## src/include/ses_defs.svh

```systemverilog
// Operation
// - Reading a live state register returns the present condition bits and changes nothing.
// - A latched event register keeps every event since its last read, and reading it clears it.
// - With a falling-edge select bit set, a one-to-zero change of that live bit sets the event bit.
// - With a rising-edge select bit set, a zero-to-one change of that live bit sets the event bit.
// - The operation summary mask picks event bits into the operation summary at status byte bit 7.
// - The device raises a service request from the status byte that carries the group summaries.
// - The questionable summary rises when any enabled event bit is true, and the rise goes upward.
// - Live state, event, mask and edge-select parts are 16 bits, values 0 to 65535.
// - Per-channel parts are picked by channel index 1 or 2, and no other index is used.
// - The questionable live state register shows whether the instrument state is questionable.
`ifndef SES_DEFS_SVH
`define SES_DEFS_SVH

`define SES_WIDTH        16
// Command group codes
`define SES_GRP_OPER     1'h0
`define SES_GRP_QUEST    1'h1
// Set index: instrument level, then channel 1 and 2
`define SES_SET_INST     2'h0
`define SES_SET_CH_LAST  2'h2
// Part codes
`define SES_PART_LIVE    3'h0
`define SES_PART_MASK    3'h1
`define SES_PART_EVENT   3'h2
`define SES_PART_FALL    3'h3
`define SES_PART_RISE    3'h4
// Status byte bit positions
`define SES_STB_QUEST    3
`define SES_STB_OPER     7
// Reset values
`define SES_RST_MASK     16'h0000
`define SES_RST_FALL     16'h0000
`define SES_RST_RISE     16'hFFFF
`define SES_RST_LIVE     16'h0000
`define SES_RST_EVENT    16'h0000

`endif

```

## src/include/ses_pkg.sv

```systemverilog
package ses_pkg;

  typedef logic [15:0] ses_word_t;

  // Register set for one group at one level
  typedef struct packed {
    ses_word_t live;
    ses_word_t mask;
    ses_word_t event_bits;
    ses_word_t fall_sel;
    ses_word_t rise_sel;
  } ses_set_t;

  // Whole state: two groups by three levels plus answer and summary history
  typedef struct packed {
    ses_set_t [1:0][2:0] sets;
    logic               quest_sum;
    logic               rsp_valid;
    ses_word_t          rsp_data;
  } ses_state_t;

endpackage

```

## src/rtl/ses_status_event_summary.sv

```systemverilog
`timescale 1ns/10ps
`include "ses_defs.svh"

module ses_status_event_summary (
  // Clock and reset
  input  wire logic        clk_in,
  input  wire logic        rst_in,
  // Condition sources, one port per group indexed by level, level 0 is the instrument
  input  wire logic [15:0] cond_oper_in [0:2],
  input  wire logic [15:0] cond_quest_in [0:2],
  // Controller command port
  input  wire logic        cmd_valid_in,
  input  wire logic        cmd_write_in,
  input  wire logic        cmd_group_in,
  input  wire logic [1:0]  cmd_level_in,
  input  wire logic [2:0]  cmd_part_in,
  input  wire logic [15:0] cmd_data_in,
  // Answer to queries
  output logic             rsp_valid_out,
  output logic [15:0]      rsp_data_out,
  // Status byte and service request
  input  wire logic [7:0]  srq_enable_in,
  output logic [7:0]       status_byte_out,
  output logic             srq_out,
  output logic             quest_rise_out
);

  ////////////////////////////////////////////////////////////////////////////
  // Decoding helpers

  // Summary of one set: any enabled event bit
  function automatic logic set_summary(input ses_pkg::ses_set_t s);
    set_summary = |(s.event_bits & s.mask);
  endfunction

  // Per-channel index must be 1 or 2, level 0 is the instrument
  function automatic logic level_ok(input logic [1:0] lvl);
    level_ok = (lvl <= `SES_SET_CH_LAST);
  endfunction

  ////////////////////////////////////////////////////////////////////////////
  // State

  // Registered state and its next value
  ses_pkg::ses_state_t state_reg;
  ses_pkg::ses_state_t state_next;
  // Conditions as the edge filter sees them, one summary per group and level
  logic [15:0]         cond_now [0:1][0:2];
  logic                sum_now  [0:1][0:2];
  logic                oper_sum;
  logic                quest_sum;

  // Live conditions; instrument bits 1 and 2 carry the channel summaries
  // Channel summaries come from registered events, so the instrument level
  // sees a channel event one edge after the channel latched it.
  always_comb begin
    for (int g = 0; g < 2; g++) begin
      for (int l = 0; l < 3; l++) begin
        sum_now[g][l] = set_summary(state_reg.sets[g][l]);
      end
    end
    for (int l = 0; l < 3; l++) begin
      cond_now[0][l] = cond_oper_in[l];
      cond_now[1][l] = cond_quest_in[l];
    end
    // Instrument pins 1 and 2 are overridden, so they are ignored
    for (int g = 0; g < 2; g++) begin
      cond_now[g][0][1] = sum_now[g][1];
      cond_now[g][0][2] = sum_now[g][2];
    end
  end

  // Group summaries taken from the instrument-level sets
  assign oper_sum  = sum_now[0][0];
  assign quest_sum = sum_now[1][0];

  ////////////////////////////////////////////////////////////////////////////
  // Next state

  // Per set and cycle: writes, then the read-clear, then new edges.
  // Setting after the clear keeps an edge that lands in the read cycle
  // for the next read instead of losing it.
  // Live always takes the present condition, so it lags the pins one edge.
  always_comb begin
    ses_pkg::ses_set_t s;
    logic              hit;
    logic [15:0]       edges;
    logic [1:0]        rd_level;
    s          = '0;
    hit        = 1'b0;
    edges      = '0;
    // Illegal level never reaches the index, so no out-of-range select
    rd_level   = level_ok(cmd_level_in) ? cmd_level_in : `SES_SET_INST;
    state_next = state_reg;
    state_next.rsp_valid = 1'b0;
    state_next.quest_sum = quest_sum;
    for (int g = 0; g < 2; g++) begin
      for (int l = 0; l < 3; l++) begin
        s   = state_reg.sets[g][l];
        hit = cmd_valid_in && (cmd_group_in == g[0]) && level_ok(cmd_level_in)
              && (cmd_level_in == l[1:0]);
        // Writes to the settable parts; live and event are read only
        if (hit && cmd_write_in) begin
          unique case (cmd_part_in)
            `SES_PART_MASK:  s.mask     = cmd_data_in;
            `SES_PART_FALL:  s.fall_sel = cmd_data_in;
            `SES_PART_RISE:  s.rise_sel = cmd_data_in;
            default:         s = s;
          endcase
        end
        // Read of the event part empties it before new edges land
        if (hit && !cmd_write_in && cmd_part_in == `SES_PART_EVENT) begin
          s.event_bits = '0;
        end
        // Edge filter; a new edge in the read cycle survives the clear
        edges = (s.rise_sel & cond_now[g][l] & ~state_reg.sets[g][l].live)
              | (s.fall_sel & ~cond_now[g][l] & state_reg.sets[g][l].live);
        s.event_bits = s.event_bits | edges;
        s.live       = cond_now[g][l];
        state_next.sets[g][l] = s;
      end
    end
    // Query answer; out-of-range index answers zero
    if (cmd_valid_in && !cmd_write_in) begin
      state_next.rsp_valid = 1'b1;
      state_next.rsp_data  = '0;
      if (level_ok(cmd_level_in)) begin
        s = state_reg.sets[cmd_group_in][rd_level];
        unique case (cmd_part_in)
          `SES_PART_LIVE:  state_next.rsp_data = s.live;
          `SES_PART_MASK:  state_next.rsp_data = s.mask;
          `SES_PART_EVENT: state_next.rsp_data = s.event_bits;
          `SES_PART_FALL:  state_next.rsp_data = s.fall_sel;
          `SES_PART_RISE:  state_next.rsp_data = s.rise_sel;
          default:         state_next.rsp_data = '0;
        endcase
      end
    end
  end

  ////////////////////////////////////////////////////////////////////////////
  // Registers

  // Synchronous reset; rising selects start all ones so a condition that
  // comes up after reset is latched without any setup by the controller
  always_ff @(posedge clk_in) begin
    if (rst_in) begin
      state_reg <= '0;
      for (int g = 0; g < 2; g++) begin
        for (int l = 0; l < 3; l++) begin
          state_reg.sets[g][l].live       <= `SES_RST_LIVE;
          state_reg.sets[g][l].mask       <= `SES_RST_MASK;
          state_reg.sets[g][l].event_bits <= `SES_RST_EVENT;
          state_reg.sets[g][l].fall_sel   <= `SES_RST_FALL;
          state_reg.sets[g][l].rise_sel   <= `SES_RST_RISE;
        end
      end
    end else begin
      state_reg <= state_next;
    end
  end

  ////////////////////////////////////////////////////////////////////////////
  // Outputs

  // Status byte carries both group summaries; other bits stay low
  always_comb begin
    status_byte_out                 = 8'h00;
    status_byte_out[`SES_STB_OPER]  = oper_sum;
    status_byte_out[`SES_STB_QUEST] = quest_sum;
  end

  // Service request is a level; reading the events is what drops it
  assign srq_out        = |(status_byte_out & srq_enable_in);
  assign quest_rise_out = quest_sum & ~state_reg.quest_sum;
  assign rsp_valid_out  = state_reg.rsp_valid;
  assign rsp_data_out   = state_reg.rsp_data;

endmodule

```

## config.mk

```make
export PLATFORM = sky130hd
export DESIGN_NAME = ses_status_event_summary
export DESIGN_NICKNAME = d
export VERILOG_FILES = /design/src/include/ses_pkg.sv /design/src/rtl/ses_status_event_summary.sv
export VERILOG_INCLUDE_DIRS = /design/src /design/src/include
export SDC_FILE = /design/constraint.sdc
export NUM_CORES = 1
export LEC_CHECK = 0
export BUFFER_PORTS_ARGS = -buffer_cell sky130_fd_sc_hd__buf_4
export CAP_MARGIN = 20
export CORE_AREA = 2 2 242 185
export CTS_CLUSTER_SIZE = 28
export DETAILED_ROUTE_END_ITERATION = 8
export DIE_AREA = 0 0 244 187
export GPL_ROUTABILITY_DRIVEN = 0
export PLACE_DENSITY = 0.78
export REMOVE_ABC_BUFFERS = 1
export SETUP_SLACK_MARGIN = 0.2
export SYNTH_ARGS = -nofsm -noshare
export SYNTH_HDL_FRONTEND = slang
export SYNTH_SLANG_ARGS = --single-unit
```

## constraint.sdc

```tcl
create_clock -name clk_in -period 2.15 [get_ports clk_in]
set_input_delay 0.3225 -clock clk_in [delete_from_list [all_inputs] [get_ports clk_in]]
set_output_delay 0.3225 -clock clk_in [all_outputs]
set_load 0.05 [all_outputs]
```

; ---- Word-level counts from Yosys, hierarchy flattened
; Cells that the tools add are included.
[word_totals]
wordCells = 177
input_bits = 130
ff_bits = 498
[op_classes]
n_bitwise = 58
n_reduce_logical = 45
n_eq_ne = 6
n_lt_le_gt_ge = 3
n_mux = 32
[ops]
columns = operator, count
row1 = bitwise AND 16 bit, 30
row2 = two-way mux 240 bit, 2
row3 = two-way mux 16 bit, 19
row4 = two-way mux 32 bit, 6
row5 = NOT 16 bit, 12
row6 = OR 16 bit, 12
row7 = binary-select mux 80 bit (select 2 bit), 1
row8 = OR reduction 16 bit, 6
row9 = two-way mux 80 bit, 1
row10 = case mux 16 bit (5 select lines), 1
row11 = logical AND 1 bit, 29
row12 = two-way mux 17 bit, 1
row13 = AND reduction 2 bit, 6
row14 = bitwise AND 8 bit, 1
row15 = OR reduction 8 bit, 1
row16 = "equality test 3 x 2 -> 1 bit, second input constant", 2
row17 = "equality test 3 x 1 -> 1 bit, second input constant", 1
row18 = "equality test 3 bit, second input constant", 1
row19 = zero test 3 bit, 1
row20 = "less-than comparator 2 x 3 -> 1 bit, second input constant", 1
row21 = "equality test 2 x 1 -> 1 bit, second input constant", 1
row22 = "equality test 2 bit, second input constant", 1
row23 = "<= comparator 2 bit, second input constant", 1
row24 = zero test 2 bit, 1
row25 = 5 further kinds, 6

; ---- Longest topological paths before layout
[logic_depth]
word_depth = 10
ltp_mapped = 9
mapped_depth_nobuf = 5

; ---- Worst setup path before layout
; No wires, ideal clock.
[synth_timing]
kind = input to register
startpoint = in cmd_part_in[0]
endpoint = reg state_reg[57] (netlist name)
arrival_time_ns = 2.234
n_path_buf = 3
required_time_ns = 2.076
setup_time_ns = 0.074
cell_stages = 8
slack_ns = -0.158
cell_sequence = or3b_1 buf_2 or4_4 buf_6 buf_8 mux2i_1 or3b_2 a31oi_1
[synth_between]
elab_chain_len = 7
word_cells_on_any_way = 14
classes_between = eq/ne (3) / mux (4) / bitwise (6) / reduce/logical (1)
[synth_lines]
columns = item, line
row1 = start: declaration, ses_status_event_summary.sv:16  ; input wire logic [2:0] cmd_part_in,
row2 = equality test 3 bit / equality test 3 x 2 -> 1 bit (equally long branches), ses_status_event_summary.sv:104  ; unique case (cmd_part_in)
row3 = two-way mux 16 bit, ses_status_event_summary.sv:104
row4 = two-way mux 32 bit, ses_status_event_summary.sv:103  ; if (hit && cmd_write_in) begin
row5 = bitwise AND 16 bit (on tied branches) (2 in series), "ses_status_event_summary.sv:116, ses_status_event_summary.sv:117"
row6 = OR 16 bit, ses_status_event_summary.sv:117  ; | (s.fall_sel & ~cond_now[g][l] & state_reg.sets[g][l].live);
row7 = OR 16 bit *, ses_status_event_summary.sv:118  ; s.event_bits = s.event_bits | edges;
row8 = end signal: assignment, ses_status_event_summary.sv:159  ; state_reg <= state_next;
row9 = end: declaration, ses_status_event_summary.sv:45  ; ses_pkg::ses_state_t state_reg;
; Mark *: on every way between the ends. The rest lies on a longest branch, timed or not.
; A chain may end at the register's enable or synchronous reset.

; ---- Worst setup path in the final report
[layout_timing]
startpoint = reg state_reg[59] (netlist name)
endpoint = out status_byte_out[7]
[layout_between]
elab_chain_len = 2
[layout_lines]
columns = item, line
row1 = bitwise AND 16 bit, ses_status_event_summary.sv:33  ; set_summary = |(s.event_bits & s.mask);
row2 = OR reduction 16 bit, ses_status_event_summary.sv:33
row3 = end: declaration, ses_status_event_summary.sv:23  ; output logic [7:0] status_byte_out,
; Every way passes these cells.

==> impl_metrics.csv <==
group,metric,value,unit
sta,rsz0062_at_grt,"yes",
routing,vias,20700,
finish,largest_reg_flops,481,
grt,antenna_found_initial,0,
critical_path,crit_arrival,2180,ps
finish,layout_common_cells,"dfxtp_1, buf_4, nand2_1",
synth,ys_top_cells_by_area,"dfxtp_1, mux4_2, mux2i_1",
critical_path,cp.required,1830,ps
sta,maxSlewViolCount,0,
critical_path,r2r-start,"state_reg[457]",
power,p_switching,5.30,mW
synth,yosys.area.top_type,"dfxtp_1",
critical_path,critPathKind,"register to output port",
critical_path,cp_max_fo,2,
critical_path,critical-path-slowest-cell,"dfxtp_2",
power,clockPowerShare,0.434,
critical_path,crit_end,"status_byte_out[7]",
grt,grt_max_degree,58,
critical_path,cpPeakStageDelay,350,ps
floorplanning,chipWidth,244,um
synth,yosys.area_share.simple,0.193,
synth,netlist_instances,2312,
floorplanning,io_pins,157,
finish,num-nets-final,2652,
cts,htree_levels,2,
synth,ys_seq_elements,498,
routing,routed_wl,82.5,mm
floorplanning,design.core.area,43700,um^2
synth,yosysUniqueCellTypes,53,
finish,drive_gt1_frac,0.295,
cts,clkSlewWorstSetupHoldPaths,70,ps
routing,routedWlPerCell,26.2,um
routing,ant_nets,0,
power,swShare,0.250,
synth,synth_compound_area_frac,0.116,
synth,synth_xor_area_frac,0.000372,
grt,gr-usage-all-layers,0.352,
power,power.internal,15.9,mW
sta,clock_skew,20.6,ps
synth,synth_warnings,0,
critical_path,cp_common_cell,"buf_4",
routing,drc,0,
synth,synth-adder-area-share,0,
finish,postLayoutCellArea,28700,um^2
synth,synth_top_family_by_area,"multiplexers",
synth,muxShareOfSynthArea,0.226,
power,comb_power_share,0.100,
critical_path,rrSetupSlack,270,ps
grt,overflow,0,
place,io_buffers,140,
floorplanning,num_rows,67,
sta,finalHoldWorstSlack,3.62,ps
power,cellPowerDensity,739,nW/um^2
critical_path,rr_endpoint,"state_reg[292]",
routing,routed_via_density,6.57,
floorplanning,die-area,45600,um^2
floorplanning,die_y,187,um
sta,hold_viol,0,
floorplanning,start_util,0.539,
power,peakVddDrop,0.000611,V
sta,max-slew-margin-rel,0.565,
cts,cts_max_path_buffers,3,
sta,fmax,400,MHz
run_status,status,"complete, but fails checks",
sta,fin_ws,-351,ps
sta,min_period,2500,ps
run_status,violations,"negative setup slack",
flow_run,cap_violations,0,
finish,area_delta_synth_final,21.9,%
routing,drt_iter0_markers,3117,
worst_hold_path,hold_depth,2,
cts,cts_tree,"done",
synth,yosysSeqAreaShare,0.424,
place,dpl-instance-area,26400,um^2
critical_path,start_kind,"register",
cts,clock_latency,590,ps
finish,antennaDiodeCount,0,
sta,fin_crit_sh,1.16,
sta,worst_slew_pin_slew,653,ps
cts,root_buffer,"clkbuf_16",
grt,grt_pass1_wl,123,mm
critical_path,cp_cell_sequence,"a22o_1 > a221oi_2 > buf_4 > nand4_1 > buf_4 > buf_6",
finish,layout_commonest_cell,"dfxtp_1",
synth,synth_area,23500,um^2
synth,synth_top_area_frac,0.424,
critical_path,r2r_cells,5,
place,dpl.hpwl,56.4,mm
worst_hold_path,hold_path.class,"primary input to register",
finish,fin_util,0.656,
critical_path,startpoint,"state_reg[59]",
grt,first_global_vias,20000,
cts,numCtsBuffers,48,
critical_path,crit_path_end_kind,"output port",
sta,finalSetupViolations,4,
cts,cts_sinks,498,
synth,avgSynthCellArea,10.2,um^2
power,p_seq_frac,0.466,
routing,drtPass1Iterations,6,
power,leakagePower,10.7,nW
## critical path, delay by kind of cell (launching register included)
family	cells	cell delay (ps)
buffers and inverters	3	520
flip-flops	1	350
AO/OA/AOI/OAI	2	530
AND/OR/NAND/NOR	1	190
## Yosys cell counts, drive strengths merged
cell type	number
or3b	30
xnor2	1
nor2	125
inv	2
nor2b	172
nand2b	19
and4b	1
mux2i	194
dfxtp	498
a221oi	22
a221o	66
nor3b	3
and3	18
or3	1
a22o	22
nand2	229
o21ai	18
a21oi	152
mux2	108
nand4	1
nand3	9
a31oi	28
conb	1
and3b	2
and2	2
or2	78
a311o	2
nand3b	32
a22oi	68
or2b	2
mux4	96
and4	4
nor4b	64
nor4	6
nor3	10
buf	86
clkbuf	122
or4	2
a211oi	16
## timing repair
| action | 4_1_cts | 5_1_grt |
|---|---|---|
| hold endpoints to repair | 42 | 0 |
| gates resized for setup | 19 | 5 |
| setup buffers | 2 | 2 |
| hold buffers | 42 | 0 |
| setup endpoints to repair | 5 | 5 |
| pin swaps | 6 | 1 |
## cells by family (layout without fill, tap and decap cells)
kind of cell	count (synthesis)	in the layout
mux	398	398
compound gates	394	394
xor+xnor	1	1
buf+inv	210	455
other cells	1	6
simple gates	810	810
flops	498	498
## how the worst min path moves through the flow
stage / startpoint / endpoint / slack [ps]
floorplan: rst_in / state_reg[146] / 390
CTS: cond_quest_in[24] / state_reg[410] / 0.2
detailed placement: state_reg[72] / state_reg[72] / 460
finish: cond_quest_in[2] / state_reg[484] / 4
global route: cond_quest_in[24] / state_reg[410] / 10
global placement: state_reg[72] / state_reg[72] / 460
## power by group through the flow
| stage | Clock, mW | Sequential (mW) | Combinational [mW] |
|---|---|---|---|
| 5_1_grt | 9.58 | 9.87 | 2.21 |
| 3_5_place_dp | 0 | 10.0 | 1.99 |
| 3_3_place_gp | 0 | 10.0 | 1.93 |
| 4_1_cts | 9.17 | 9.84 | 2.06 |
| 6_report | 9.19 | 9.88 | 2.12 |
| 2_1_floorplan | 0 | 9.87 | 0.874 |
## stage by stage
stage	power, mW	setup WS (ps)	TNS (ps)	std cells
finish	21.2	-351	-933	3148
global route	21.7	-349	-1090	3148
CTS	21.1	-325	-786	3146
detailed placement	12.0	-301	-32780	3012
global placement	12.0	-269	-28200	3012
floorplan	10.7	-1340	-197440	2109
## cell type report
type,count,area [um^2]
multi-input combinational,1609,12700
sequential,498,9980
fill,3272,15000
clock buffer,70,1440
tap,586,733
timing repair buffer,363,3500
clock inverter,20,269
inverter,2,7.51
## routing by layer
| metal | global-route usage | part of all wire | vias up |
|---|---|---|---|
| li1 | - | - | 8838 |
| met1 | 0.486 | 0.39 | 10100 |
| met2 | 0.519 | 0.42 | 1465 |
| met3 | 0.100 | 0.14 | 280 |
| met4 | 0.144 | 0.046 | 0 |
| met5 | 0 | 0 | - |
Power figures use the tool's default switching activity.
